===== src/rtl/gdfp_pkg.sv =====
// Constants for the gate driver fault protection block
package gdfp_pkg;
  // Register byte offsets
  localparam logic [3:0] CTRL_OFS = 4'h0;
  localparam logic [3:0] STAT_OFS = 4'h4;
  localparam logic [3:0] IRQ_STAT_OFS = 4'h8;
  localparam logic [3:0] IRQ_MASK_OFS = 4'hC;
  // Control field positions
  localparam int CLR_BIT = 0;
  localparam int GUV_DIS_BIT = 1;
  localparam int RESP_LSB = 2;
  localparam int SCOPE_BIT = 4;
  localparam int DEG_LSB = 5;
  localparam int CBC_DIS_BIT = 7;
  localparam int AMP_DS_BIT = 8;
  localparam int LSREF_BIT = 9;
  localparam int TRIP_LSB = 10;
  localparam int CTRL_W = 14;
  localparam logic [CTRL_W-1:0] CTRL_RESET = 14'h0000;
  localparam logic [CTRL_W-1:0] CTRL_WMASK = 14'h3FFE;
  // Status field positions
  localparam int ST_FAULT = 0;
  localparam int ST_SUV = 1;
  localparam int ST_GUV = 2;
  localparam int ST_OC = 3;
  localparam int ST_FET_LSB = 4;
  localparam int ST_PIN = 10;
  // Interrupt event bits
  localparam int IRQ_W = 3;
  localparam int EV_SUV = 0;
  localparam int EV_GUV = 1;
  localparam int EV_OC = 2;
  localparam logic [IRQ_W-1:0] IRQ_RESET = 3'h0;
  // Overcurrent responses
  localparam logic [1:0] RESP_LATCH = 2'h0;
  localparam logic [1:0] RESP_RETRY = 2'h1;
  localparam logic [1:0] RESP_REPORT = 2'h2;
  localparam logic [1:0] RESP_OFF = 2'h3;
  // Timing
  localparam int CLK_PERIOD_PS = 5000;
  localparam int DEG0_NS = 1000;
  localparam int DEG1_NS = 2000;
  localparam int DEG2_NS = 4000;
  localparam int DEG3_NS = 8000;
  localparam int HW_DEG_NS = 4000;
  localparam int RETRY_MS = 8;
  localparam int DEG_W = 12;
  localparam logic [DEG_W-1:0] DEG0_CYC =
    DEG_W'((DEG0_NS * 1000 + CLK_PERIOD_PS - 1) / CLK_PERIOD_PS);
  localparam logic [DEG_W-1:0] DEG1_CYC =
    DEG_W'((DEG1_NS * 1000 + CLK_PERIOD_PS - 1) / CLK_PERIOD_PS);
  localparam logic [DEG_W-1:0] DEG2_CYC =
    DEG_W'((DEG2_NS * 1000 + CLK_PERIOD_PS - 1) / CLK_PERIOD_PS);
  localparam logic [DEG_W-1:0] DEG3_CYC =
    DEG_W'((DEG3_NS * 1000 + CLK_PERIOD_PS - 1) / CLK_PERIOD_PS);
  localparam logic [DEG_W-1:0] HW_DEG_CYC =
    DEG_W'((HW_DEG_NS * 1000 + CLK_PERIOD_PS - 1) / CLK_PERIOD_PS);
  localparam longint RETRY_CYC_L =
    (longint'(RETRY_MS) * 64'd1000000000) / CLK_PERIOD_PS;
  localparam int unsigned RETRY_CYC = 32'(RETRY_CYC_L);
  // Pin sync bus layout
  localparam int SY_SUV = 0;
  localparam int SY_DUV = 1;
  localparam int SY_CPUV = 2;
  localparam int SY_GLUV = 3;
  localparam int SY_EN = 4;
  localparam int SY_TRIPDIS = 5;
  localparam int SY_HW = 6;
  localparam int SY_OC = 7;
  localparam int SY_PWM = 13;
  localparam int SY_W = 19;
  localparam int NFET = 6;
endpackage : gdfp_pkg


===== src/rtl/gdfp_top.sv =====
// Fault protection logic for a three phase gate driver
//
// The register addresses and the AXI4-Lite interface to the registers were chosen for this implementation.
`timescale 1ns/1ps
// Functional notes
// [RULE_01] Supply or drain-sense lockout: gates off, charge pump off, fault low.
// [RULE_02] Supply lockout latches fault and flag, recovers gates on its own.
// [RULE_03] Supply flag stays until clear-faults or enable reset pulse.
// [RULE_04] Gate-rail undervoltage: gates off, fault low, charge pump kept.
// [RULE_05] Gate-rail undervoltage latches flags, recovers automatically.
// [RULE_06] Gate-rail flag sticky; disable bit honoured only in serial variant.
// [RULE_07] Overcurrent counts only on a conducting FET beyond deglitch time.
// [RULE_08] Pin variant: 4 us deglitch, 8 ms retry, trip pin tie disables.
// [RULE_09] Serial variant: trip, deglitch and two-bit response from registers.
// [RULE_10] Cycle-by-cycle: PWM rising edge clears overcurrent; software may disable.
// [RULE_11] Scope 0 stops own half-bridge, scope 1 stops all three.
// [RULE_12] Latched mode: stop, fault low, flags until condition gone and clear.
// [RULE_13] Retry mode: stop, fault low, flags and stop until retry time ends.
// [RULE_14] Report mode: fault low and flags only, gates keep running.
// [RULE_15] Disabled mode: overcurrent gives no action and no report.
// [RULE_16] Amplifier drain sense forces low-side reference to negative shunt.
// [RULE_17] Controller must handle overcurrent itself in report mode.
// [RULE_18] Fault output low while any reported fault is active or latched.
module gdfp_top #(
  parameter int unsigned RETRY_CYCLES = gdfp_pkg::RETRY_CYC
) (
  // Clock and reset
  input  wire logic        aclk,
  input  wire logic        aresetn,
  // AXI4-Lite write address and data
  input  wire logic [3:0]  s_axi_awaddr,
  input  wire logic        s_axi_awvalid,
  output logic             s_axi_awready,
  input  wire logic [31:0] s_axi_wdata,
  input  wire logic [3:0]  s_axi_wstrb,
  input  wire logic        s_axi_wvalid,
  output logic             s_axi_wready,
  // AXI4-Lite write response
  output logic [1:0]       s_axi_bresp,
  output logic             s_axi_bvalid,
  input  wire logic        s_axi_bready,
  // AXI4-Lite read
  input  wire logic [3:0]  s_axi_araddr,
  input  wire logic        s_axi_arvalid,
  output logic             s_axi_arready,
  output logic [31:0]      s_axi_rdata,
  output logic [1:0]       s_axi_rresp,
  output logic             s_axi_rvalid,
  input  wire logic        s_axi_rready,
  // Analog comparator results, asynchronous
  input  wire logic        supply_uv_in,
  input  wire logic        drain_sense_supply_uv_in,
  input  wire logic        charge_pump_rail_uv_in,
  input  wire logic        lowside_gate_rail_uv_in,
  input  wire logic [5:0]  drain_source_overcurrent_in,
  // Controller pins and straps, asynchronous
  input  wire logic [5:0]  pwm_in,
  input  wire logic        enable_in,
  input  wire logic        trip_level_pin_at_logic,
  input  wire logic        pin_variant_strap,
  // Gate and analog controls
  output logic [5:0]       gate_on,
  output logic             charge_pump_en,
  output logic [3:0]       overcurrent_trip_level,
  output logic             lowside_ref_shunt_neg,
  // Open-drain fault pin and interrupt
  output logic             fault_out_n_o,
  output logic             fault_out_n_oe,
  output logic             irq
);

  localparam logic [1:0] RESP_OKAY = 2'h0;
  localparam logic [1:0] RESP_SLVERR = 2'h2;

  typedef enum logic [1:0] {
    RT_IDLE,
    RT_COUNT
  } gdfp_retry_type;

  logic [gdfp_pkg::SY_W-1:0]   sync1_reg;
  logic [gdfp_pkg::SY_W-1:0]   sync2_reg;
  logic [5:0]                  pwm_prev_reg;
  logic                        en_prev_reg;
  logic [gdfp_pkg::CTRL_W-1:0] ctrl_reg;
  logic [gdfp_pkg::IRQ_W-1:0]  irq_stat_reg;
  logic [gdfp_pkg::IRQ_W-1:0]  irq_mask_reg;
  logic                        suv_flag_reg;
  logic                        guv_flag_reg;
  logic                        fault_flag_reg;
  logic [5:0]                  oc_flag_reg;
  logic                        clr_pulse_reg;
  logic                        fault_low_reg;
  logic [31:0]                 retry_cnt_reg;
  gdfp_retry_type              retry_state_reg;
  logic                        bvalid_reg;
  logic                        rvalid_reg;
  logic [1:0]                  bresp_reg;
  logic [31:0]                 rdata_reg;
  logic [1:0]                  rresp_reg;

  logic                        hw_mode;
  logic                        supply_uv;
  logic                        gate_uv;
  logic                        enable_s;
  logic [5:0]                  oc_s;
  logic [5:0]                  pwm_s;
  logic [1:0]                  resp_sel;
  logic [gdfp_pkg::DEG_W-1:0]  deg_limit;
  logic [5:0]                  oc_evt;
  logic                        clr_any;
  logic                        cbc_clr;
  logic                        retry_done;
  logic [2:0]                  bridge_stop;
  logic                        fault_cond;
  logic                        wr_go;
  logic                        rd_go;
  logic [31:0]                 wmask;
  logic [gdfp_pkg::IRQ_W-1:0]  irq_evt;
  logic [31:0]                 stat_word;

  // Two-stage synchroniser for every pin input
  always_ff @(posedge aclk) begin
    if (!aresetn) begin
      sync1_reg <= '0;
      sync2_reg <= '0;
    end else begin
      sync1_reg <= {pwm_in, drain_source_overcurrent_in,
                    pin_variant_strap, trip_level_pin_at_logic, enable_in,
                    lowside_gate_rail_uv_in, charge_pump_rail_uv_in,
                    drain_sense_supply_uv_in, supply_uv_in};
      sync2_reg <= sync1_reg;
    end
  end

  assign hw_mode   = sync2_reg[gdfp_pkg::SY_HW];
  assign enable_s  = sync2_reg[gdfp_pkg::SY_EN];
  assign oc_s      = sync2_reg[gdfp_pkg::SY_OC +: 6];
  assign pwm_s     = sync2_reg[gdfp_pkg::SY_PWM +: 6];
  assign supply_uv = sync2_reg[gdfp_pkg::SY_SUV] |
                     sync2_reg[gdfp_pkg::SY_DUV];
  // Disable bit ignored in the pin variant
  assign gate_uv = (sync2_reg[gdfp_pkg::SY_CPUV] |
                    sync2_reg[gdfp_pkg::SY_GLUV]) &
                   (hw_mode | !ctrl_reg[gdfp_pkg::GUV_DIS_BIT]); // [RULE_06]

  // Response and deglitch selection per variant
  always_comb begin
    if (hw_mode) begin
      resp_sel  = sync2_reg[gdfp_pkg::SY_TRIPDIS] ?
                  gdfp_pkg::RESP_OFF : gdfp_pkg::RESP_RETRY; // [RULE_08]
      deg_limit = gdfp_pkg::HW_DEG_CYC; // [RULE_08]
    end else begin
      resp_sel = ctrl_reg[gdfp_pkg::RESP_LSB +: 2]; // [RULE_09]
      case (ctrl_reg[gdfp_pkg::DEG_LSB +: 2]) // [RULE_09]
        2'h0:    deg_limit = gdfp_pkg::DEG0_CYC;
        2'h1:    deg_limit = gdfp_pkg::DEG1_CYC;
        2'h2:    deg_limit = gdfp_pkg::DEG2_CYC;
        default: deg_limit = gdfp_pkg::DEG3_CYC;
      endcase
    end
  end

  // Per FET deglitch counter
  generate
    for (genvar i = 0; i < gdfp_pkg::NFET; i++) begin : g_deg
      logic [gdfp_pkg::DEG_W-1:0] cnt_reg;
      logic                       hot;
      assign hot = oc_s[i] & gate_on[i]; // [RULE_07]
      assign oc_evt[i] = hot && (cnt_reg >= deg_limit) &&
                         (resp_sel != gdfp_pkg::RESP_OFF); // [RULE_15]
      always_ff @(posedge aclk) begin
        if (!aresetn) begin
          cnt_reg <= '0;
        end else if (!hot) begin
          cnt_reg <= '0;
        end else if (cnt_reg < deg_limit) begin
          cnt_reg <= cnt_reg + 1'b1; // [RULE_07]
        end
      end
    end
  endgenerate

  // Clear command: register bit or enable rising edge
  always_ff @(posedge aclk) begin
    if (!aresetn) begin
      en_prev_reg   <= 1'b0;
      pwm_prev_reg  <= '0;
      clr_pulse_reg <= 1'b0;
    end else begin
      en_prev_reg   <= enable_s;
      pwm_prev_reg  <= pwm_s;
      clr_pulse_reg <= wr_go && (s_axi_awaddr == gdfp_pkg::CTRL_OFS) &&
                       s_axi_wstrb[0] && s_axi_wdata[gdfp_pkg::CLR_BIT];
    end
  end

  assign clr_any = clr_pulse_reg | (enable_s & !en_prev_reg);
  assign cbc_clr = |(pwm_s & ~pwm_prev_reg) &&
                   (hw_mode || !ctrl_reg[gdfp_pkg::CBC_DIS_BIT]); // [RULE_10]

  // Retry timer
  assign retry_done = (retry_state_reg == RT_COUNT) &&
                      (retry_cnt_reg == RETRY_CYCLES - 1);
  always_ff @(posedge aclk) begin
    if (!aresetn) begin
      retry_state_reg <= RT_IDLE;
      retry_cnt_reg   <= '0;
    end else begin
      case (retry_state_reg)
        RT_IDLE: begin
          if (|oc_evt && resp_sel == gdfp_pkg::RESP_RETRY) begin
            retry_state_reg <= RT_COUNT; // [RULE_13]
            retry_cnt_reg   <= '0;
          end
        end
        RT_COUNT: begin
          if (|oc_evt) begin
            retry_cnt_reg <= '0;
          end else if (retry_done || oc_flag_reg == '0) begin
            retry_state_reg <= RT_IDLE;
            retry_cnt_reg   <= '0;
          end else begin
            retry_cnt_reg <= retry_cnt_reg + 32'h00000001;
          end
        end
        default: retry_state_reg <= RT_IDLE;
      endcase
    end
  end

  // Overcurrent flags, set wins over every clear
  always_ff @(posedge aclk) begin
    if (!aresetn) begin
      oc_flag_reg <= '0;
    end else begin
      for (int i = 0; i < gdfp_pkg::NFET; i++) begin
        if (oc_evt[i]) begin
          oc_flag_reg[i] <= 1'b1; // [RULE_12] [RULE_14]
        end else if (cbc_clr || retry_done) begin
          oc_flag_reg[i] <= 1'b0; // [RULE_10] [RULE_13]
        end else if (clr_any && !oc_s[i]) begin
          oc_flag_reg[i] <= 1'b0; // [RULE_12] [RULE_14]
        end
      end
    end
  end

  // Undervoltage and general flags
  always_ff @(posedge aclk) begin
    if (!aresetn) begin
      suv_flag_reg   <= 1'b0;
      guv_flag_reg   <= 1'b0;
      fault_flag_reg <= 1'b0;
    end else begin
      if (supply_uv) begin
        suv_flag_reg <= 1'b1; // [RULE_02]
      end else if (clr_any) begin
        suv_flag_reg <= 1'b0; // [RULE_03]
      end
      if (gate_uv) begin
        guv_flag_reg <= 1'b1; // [RULE_05]
      end else if (clr_any) begin
        guv_flag_reg <= 1'b0; // [RULE_06]
      end
      if (supply_uv || gate_uv || |oc_evt) begin
        fault_flag_reg <= 1'b1; // [RULE_02] [RULE_05] [RULE_12]
      end else if (clr_any || (retry_done && !suv_flag_reg &&
                               !guv_flag_reg)) begin
        fault_flag_reg <= 1'b0;
      end
    end
  end

  // Half-bridge stop from overcurrent
  always_comb begin
    bridge_stop = '0;
    if (resp_sel == gdfp_pkg::RESP_LATCH ||
        resp_sel == gdfp_pkg::RESP_RETRY) begin
      for (int b = 0; b < 3; b++) begin
        bridge_stop[b] = oc_flag_reg[2*b] | oc_flag_reg[2*b+1]; // [RULE_11]
      end
      if (ctrl_reg[gdfp_pkg::SCOPE_BIT] && !hw_mode && |oc_flag_reg) begin
        bridge_stop = 3'h7; // [RULE_11]
      end
    end
  end

  assign fault_cond = supply_uv | gate_uv |
                      ((resp_sel != gdfp_pkg::RESP_OFF) &
                       (|oc_flag_reg)); // [RULE_18]

  // Gate, charge pump and analog controls
  always_ff @(posedge aclk) begin
    if (!aresetn) begin
      gate_on               <= '0;
      charge_pump_en        <= 1'b0;
      fault_low_reg         <= 1'b0;
      overcurrent_trip_level <= '0;
      lowside_ref_shunt_neg <= 1'b0;
    end else begin
      for (int i = 0; i < gdfp_pkg::NFET; i++) begin
        gate_on[i] <= pwm_s[i] & enable_s & !supply_uv & !gate_uv &
                      !bridge_stop[i/2]; // [RULE_01] [RULE_04] [RULE_12]
      end
      charge_pump_en <= !supply_uv; // [RULE_01] [RULE_04]
      fault_low_reg  <= fault_cond; // [RULE_01] [RULE_18]
      overcurrent_trip_level <= ctrl_reg[gdfp_pkg::TRIP_LSB +: 4];
      lowside_ref_shunt_neg <= ctrl_reg[gdfp_pkg::AMP_DS_BIT] |
                               ctrl_reg[gdfp_pkg::LSREF_BIT]; // [RULE_16]
    end
  end

  assign fault_out_n_o  = 1'b0;
  assign fault_out_n_oe = fault_low_reg;

  // AXI4-Lite slave, address and data taken together
  assign wr_go = s_axi_awvalid & s_axi_wvalid & !bvalid_reg;
  assign rd_go = s_axi_arvalid & !rvalid_reg;
  assign s_axi_awready = wr_go;
  assign s_axi_wready  = wr_go;
  assign s_axi_arready = !rvalid_reg;
  assign s_axi_bvalid  = bvalid_reg;
  assign s_axi_bresp   = bresp_reg;
  assign s_axi_rvalid  = rvalid_reg;
  assign s_axi_rdata   = rdata_reg;
  assign s_axi_rresp   = rresp_reg;

  always_comb begin
    for (int k = 0; k < 4; k++) begin
      wmask[8*k +: 8] = {8{s_axi_wstrb[k]}};
    end
  end

  always_ff @(posedge aclk) begin
    if (!aresetn) begin
      ctrl_reg     <= gdfp_pkg::CTRL_RESET;
      irq_mask_reg <= gdfp_pkg::IRQ_RESET;
    end else if (wr_go) begin
      if (s_axi_awaddr == gdfp_pkg::CTRL_OFS) begin
        ctrl_reg <= (ctrl_reg & ~(wmask[gdfp_pkg::CTRL_W-1:0] &
                                  gdfp_pkg::CTRL_WMASK)) |
                    (s_axi_wdata[gdfp_pkg::CTRL_W-1:0] &
                     wmask[gdfp_pkg::CTRL_W-1:0] & gdfp_pkg::CTRL_WMASK);
      end
      if (s_axi_awaddr == gdfp_pkg::IRQ_MASK_OFS && s_axi_wstrb[0]) begin
        irq_mask_reg <= s_axi_wdata[gdfp_pkg::IRQ_W-1:0];
      end
    end
  end

  // Sticky event bits, write one to clear
  assign irq_evt = {|oc_evt, gate_uv & !guv_flag_reg,
                    supply_uv & !suv_flag_reg};
  always_ff @(posedge aclk) begin
    if (!aresetn) begin
      irq_stat_reg <= gdfp_pkg::IRQ_RESET;
    end else if (wr_go && s_axi_awaddr == gdfp_pkg::IRQ_STAT_OFS &&
                 s_axi_wstrb[0]) begin
      irq_stat_reg <= irq_evt |
                      (irq_stat_reg & ~s_axi_wdata[gdfp_pkg::IRQ_W-1:0]);
    end else begin
      irq_stat_reg <= irq_stat_reg | irq_evt;
    end
  end
  assign irq = |(irq_stat_reg & irq_mask_reg);

  always_comb begin
    stat_word = '0;
    stat_word[gdfp_pkg::ST_FAULT] = fault_flag_reg;
    stat_word[gdfp_pkg::ST_SUV]   = suv_flag_reg;
    stat_word[gdfp_pkg::ST_GUV]   = guv_flag_reg;
    stat_word[gdfp_pkg::ST_OC]    = |oc_flag_reg;
    stat_word[gdfp_pkg::ST_FET_LSB +: 6] = oc_flag_reg;
    stat_word[gdfp_pkg::ST_PIN]   = fault_low_reg;
  end

  always_ff @(posedge aclk) begin
    if (!aresetn) begin
      bvalid_reg <= 1'b0;
      bresp_reg  <= RESP_OKAY;
      rvalid_reg <= 1'b0;
      rdata_reg  <= '0;
      rresp_reg  <= RESP_OKAY;
    end else begin
      if (wr_go) begin
        bvalid_reg <= 1'b1;
        bresp_reg  <= (s_axi_awaddr[1:0] == 2'h0) ? RESP_OKAY : RESP_SLVERR;
      end else if (s_axi_bready) begin
        bvalid_reg <= 1'b0;
      end
      if (rd_go) begin
        rvalid_reg <= 1'b1;
        rresp_reg  <= RESP_OKAY;
        case (s_axi_araddr)
          gdfp_pkg::CTRL_OFS:     rdata_reg <= 32'(ctrl_reg);
          gdfp_pkg::STAT_OFS:     rdata_reg <= stat_word;
          gdfp_pkg::IRQ_STAT_OFS: rdata_reg <= 32'(irq_stat_reg);
          gdfp_pkg::IRQ_MASK_OFS: rdata_reg <= 32'(irq_mask_reg);
          default: begin
            rdata_reg <= '0;
            rresp_reg <= RESP_SLVERR;
          end
        endcase
      end else if (s_axi_rready) begin
        rvalid_reg <= 1'b0;
      end
    end
  end

  // Checks
  a_uv_gates_off: assert property (@(posedge aclk) disable iff (!aresetn)
    supply_uv |=> (gate_on == '0) && !charge_pump_en && fault_low_reg)
    else $error("supply lockout did not stop gates"); // [RULE_01]
  a_suv_sticky: assert property (@(posedge aclk) disable iff (!aresetn)
    suv_flag_reg && !clr_any |=> suv_flag_reg)
    else $error("supply flag lost without clear"); // [RULE_03]
  a_guv_keep_cp: assert property (@(posedge aclk) disable iff (!aresetn)
    gate_uv && !supply_uv |=> (gate_on == '0) && charge_pump_en)
    else $error("gate rail undervoltage response wrong"); // [RULE_04]
  a_guv_flag_set: assert property (@(posedge aclk) disable iff (!aresetn)
    gate_uv |=> guv_flag_reg && fault_flag_reg)
    else $error("gate rail flags not latched"); // [RULE_05]
  a_oc_on_fet: assert property (@(posedge aclk) disable iff (!aresetn)
    |oc_evt |-> |(oc_s & gate_on) && $past(oc_s & gate_on, 1) != '0)
    else $error("overcurrent on idle FET"); // [RULE_07]
  a_report_runs: assert property (@(posedge aclk) disable iff (!aresetn)
    resp_sel == gdfp_pkg::RESP_REPORT && enable_s && !supply_uv &&
    !gate_uv |=> gate_on == $past(pwm_s))
    else $error("report mode stopped a bridge"); // [RULE_14]
  a_off_silent: assert property (@(posedge aclk) disable iff (!aresetn)
    resp_sel == gdfp_pkg::RESP_OFF && oc_flag_reg == '0 |=>
    oc_flag_reg == '0 || $past(resp_sel, 1) != resp_sel)
    else $error("disabled mode raised a flag"); // [RULE_15]
  a_linked_all: assert property (@(posedge aclk) disable iff (!aresetn)
    ctrl_reg[gdfp_pkg::SCOPE_BIT] && !hw_mode && |oc_flag_reg &&
    resp_sel == gdfp_pkg::RESP_LATCH |=> gate_on == '0)
    else $error("linked scope missed a bridge"); // [RULE_11]
  a_retry_clears: assert property (@(posedge aclk) disable iff (!aresetn)
    retry_done && !(|oc_evt) |=> oc_flag_reg == '0)
    else $error("retry expiry kept flags"); // [RULE_13]
  a_lsref_force: assert property (@(posedge aclk) disable iff (!aresetn)
    ctrl_reg[gdfp_pkg::AMP_DS_BIT] |=> lowside_ref_shunt_neg)
    else $error("low-side reference not forced"); // [RULE_16]
  a_fault_release: assert property (@(posedge aclk) disable iff (!aresetn)
    !fault_cond |=> !fault_out_n_oe)
    else $error("fault pin held without cause"); // [RULE_18]

endmodule : gdfp_top


===== config.mk =====
export PLATFORM = sky130hd
export DESIGN_NAME = gdfp_top
export DESIGN_NICKNAME = d
export VERILOG_FILES = /design/src/rtl/gdfp_pkg.sv /design/src/rtl/gdfp_top.sv
export SDC_FILE = /design/constraint.sdc
export NUM_CORES = 1
export LEC_CHECK = 0
export ABC_AREA = 1
export BUFFER_PORTS_ARGS = -buffer_cell sky130_fd_sc_hd__buf_2
export CAP_MARGIN = 20
export CORE_UTILIZATION = 30
export CTS_CLUSTER_SIZE = 40
export DETAILED_ROUTE_END_ITERATION = 12
export GPL_TIMING_DRIVEN = 0
export SLEW_MARGIN = 20
export SYNTH_ARGS = -nofsm -noshare
export SYNTH_HDL_FRONTEND = slang
export SYNTH_SLANG_ARGS = --single-unit

===== constraint.sdc =====
create_clock -name aclk -period 3 [get_ports aclk]
set_input_delay 0.45 -clock aclk [delete_from_list [all_inputs] [get_ports aclk]]
set_output_delay 0.45 -clock aclk [all_outputs]
set_load 0.02 [all_outputs]

==> run summary <==
The synthesized design contains 210 register bits. The maximum buffer depth of the clock tree came out at 3. The worst clock skew on the final layout is 0.02274 ns. The most used flip-flop cell after synthesis is sky130_fd_sc_hd__dfxtp_1. The count of vias placed by the detailed router is 10180. The number of buffer cells added on primary ports came out at 84. After global routing the overflow that remains totals 0. Cells with a size suffix above 1 make up 15.76% of the layout. The count of cell types in the netlist is 56. The sink count of the clock tree came out at 210. The root buffer cell chosen for the clock tree is sky130_fd_sc_hd__clkbuf_16.

Ranked by total cell area, the synthesized netlist is headed by sky130_fd_sc_hd__dfxtp_1, sky130_fd_sc_hd__nand2_1, sky130_fd_sc_hd__inv_1. Data on the critical path is required at its endpoint by 3.46 ns. The average size of a mapped cell is 7.155 um2. The largest net degree at the start of global routing is 14. In this run the worst hold path is classified as primary input to register. The area of the mapped netlist is 0.01130 mm2.

The worst hold margin came out at 0.08524 ns. The upper clock frequency limit is 348.5 MHz. The initial core utilization is 30.66%. Clock-pin slew was measured on the worst setup and hold paths at 0.06 ns. Of the post-synthesis cell area, the dominant cell type holds 37.19%. In this run the tightest slew margin relative to its limit is 45.85%. The smallest setup slack after layout is 0.1305 ns. The total count of max-transition violations in the final report is 0. The actual slew at the worst max-slew pin is 0.8097 ns. The number of flip-flops in the largest register is 72.

The number of enable flip-flop cells after synthesis is 0. The run finished with clean final reports. The number of routed nets with antenna violations is 0. The floorplan step set the die width to 196.1 um. The worst setup path is launched from a register. During I/O placement, the number of pins put on the boundary was 126.

The total clock buffers created by CTS came out at 24. 0 antenna diodes ended up in the layout. The routability congestion estimate came out at 0.8941. The wire length per cell is 12.92 um. TritonCTS built the clock tree.

The sequential fraction of the synthesis area is 37.19%. The clock period minus final worst setup slack is 2.870 ns. The area of the die came out at 0.03846 mm2. The number of H-tree levels is 1.

The hold violation count in the final report is 0. The worst setup path is captured at a register. The area added between synthesis and finish is 21.25%.

The power per cell area came out at 483.3 mW/mm2. The instance count of the mapped netlist came out at 1580. The worst slack at placement came out at -0.9980 ns. The sum of negative setup slack came out at 0 ns. The warning count from the yosys run came out at 0.

The wire length of the first global-routing pass is 47380 um. The critical path class is register to register. The maximum fanout count along the critical path came out at 10.

The half-perimeter wire length of the detailed placement result came out at 21640 um. The max-cap check violation count came out at 0. The height of the die came out at 196.1 um. The signal arrival time at the worst endpoint is 3.33 ns. Setup violations remaining at the end of the flow were counted as 0.

The completed layout was analyzed and its total power is 6.625 mW. The via count of the first global-routing pass was 9548. The number of fill cells is 3861. The DRC marker count from the first detailed-route iteration is 480. The final net count is 1863. The final critical path takes up 95.65% of the cycle. The global-route total usage across every layer came out at 15.01%. The post-synthesis cell type with the largest combined area is sky130_fd_sc_hd__dfxtp_1.

Summed over all cells, the static leakage comes to 6.147 nW. VDD sags by at most 0.4211 mV. For this block, the routed nets add up to 29060 um of wire. The post-detailed-route DRC marker count came out at 0. After synthesis, the share of flip-flops with an asynchronous set or reset is 0%. The via density per instance came out at 4.528. At the end of the flow the core is filled with cells to 37.17%. The floorplan has 70 rows.

The clock latency on the worst-skew pair came out at 0.55 ns. The number of detailed-route iterations in the first pass is 5. The core area is 0.03687 mm2.

The initial antenna violation count is 1.
-- logic make-up (layout without fill, tap and decap cells) --
group                    count (synthesis)  in the layout  share of synthesized area (%)
AND/OR/NAND/NOR                        717            717                          29.63
buffers and inverters                  328            473                          12.27
AO/OA/AOI/OAI                          233            233                          11.63
flip-flops                             210            210                          37.19
adder cells (fa/ha/maj)                 66             66                          7.305
XOR/XNOR                                25             25                          1.937
other                                    1             21                        0.03317
-- worst max-delay path, stage by stage (launching register included) --
cell and delay, ns:
sky130_fd_sc_hd__dfxtp_4 0.36, sky130_fd_sc_hd__ha_1 0.29, sky130_fd_sc_hd__nor3_4 0.24, sky130_fd_sc_hd__buf_6 0.17, sky130_fd_sc_hd__ha_1 0.24, sky130_fd_sc_hd__nand2_1 0.07, sky130_fd_sc_hd__nand2_1 0.05, sky130_fd_sc_hd__a21oi_1 0.19
sky130_fd_sc_hd__nand4_1 0.20, sky130_fd_sc_hd__nand2_2 0.14, sky130_fd_sc_hd__nand2_2 0.09, sky130_fd_sc_hd__nor2_8 0.14, sky130_fd_sc_hd__nand2_8 0.09, sky130_fd_sc_hd__clkinv_4 0.08, sky130_fd_sc_hd__buf_6 0.15, sky130_fd_sc_hd__nand3_1 0.11
sky130_fd_sc_hd__a21oi_2 0.15
-- synthesized netlist by cell type (all sizes together), types with 23 or more instances --
master  count
dfxtp     210
nand2     334
xor2       23
o21ai      69
buf        32
nand3     106
nor3       58
nor2      152
ha         66
inv       270
nand4      32
a21oi     132
-- worst paths after layout --
| path | start | to | slack (ns) | cells past startpoint |
|---|---|---|---|---|
| min reg2reg | sync1_reg[7] | sync2_reg[7] | 0.41 | 2 |
| max reg2reg | register | retry_cnt_reg[27] | 0.13 | 16 |
| min | drain_source_overcurrent_in[2] | sync1_reg[9] | 0.09 | 3 |
| max | register | retry_cnt_reg[27] | 0.13 | 16 |
-- metal layers --
layer / global-route usage (%) / part of all wire (%) / wire [um]
met1: 19.31 / 46 / 13350
met2: 25.35 / 46 / 13450
met5: 0 / 0.055 / 16
met4: 5.122 / 2.7 / 782
met3: 2.458 / 5.0 / 1466
-- power by group --
group / leakage [nW] / switching (mW) / internal (mW) / total (mW)
logic: 3.98 / 0.209 / 0.111 / 0.319
clock network: 0.457 / 1.25 / 2.20 / 3.45
registers: 1.70 / 0.0205 / 2.83 / 2.85
total: 6.15 / 1.48 / 5.15 / 6.63
-- final cells by class --
cell class	count	area (um2)	area share, %
sequential	210	4209	30.71
multi-input combinational	1062	5947	43.39
timing repair buffer	101	569.3	4.153
clock inverter	12	262.8	1.917
inverter	276	1052	7.677
clock buffer	32	680.7	4.966
buffer	52	355.3	2.592
tap	504	630.6	4.601
-- cell usage in the layout, fill, tap and decap left out, types with 6 or more instances in the layout --
cell	n
sky130_fd_sc_hd__ha_1	61
sky130_fd_sc_hd__clkbuf_1	21
sky130_fd_sc_hd__nand2_2	6
sky130_fd_sc_hd__buf_2	87
sky130_fd_sc_hd__inv_2	6
sky130_fd_sc_hd__o2111ai_1	6
sky130_fd_sc_hd__o22ai_1	6
sky130_fd_sc_hd__o21ai_0	64
sky130_fd_sc_hd__a21oi_1	118
sky130_fd_sc_hd__bufinv_16	7
sky130_fd_sc_hd__a21oi_2	13
sky130_fd_sc_hd__nand4_1	32
sky130_fd_sc_hd__nor3_1	51
sky130_fd_sc_hd__dfxtp_1	208
sky130_fd_sc_hd__xor2_1	23
sky130_fd_sc_hd__conb_1	21
sky130_fd_sc_hd__nor2_2	8
sky130_fd_sc_hd__nand3_2	24
sky130_fd_sc_hd__clkbuf_16	25
sky130_fd_sc_hd__nand2_1	324
sky130_fd_sc_hd__nor2_1	137
sky130_fd_sc_hd__nor3b_1	11
sky130_fd_sc_hd__inv_1	260
sky130_fd_sc_hd__or2_2	7
sky130_fd_sc_hd__buf_4	37
sky130_fd_sc_hd__or2_0	7
sky130_fd_sc_hd__nand3_1	80
-- per-stage QoR --
step	area, um2	std cells
2_1_floorplan	11380	1600
3_3_place_gp	12430	2188
3_5_place_dp	12440	2189
4_1_cts	13540	2240
5_1_grt	13710	2249
6_report	13710	2249
-- what timing repair did --
| item | CTS | global route |
|---|---|---|
| gates cloned | 0 | 1 |
| hold buffers | 0 | 0 |
| gates resized for setup | 24 | 21 |
| pin swaps | 5 | 6 |
| endpoints found under the setup margin | 113 | 58 |
| buffers inserted | 7 | 8 |
Power figures use the tool's default switching activity.
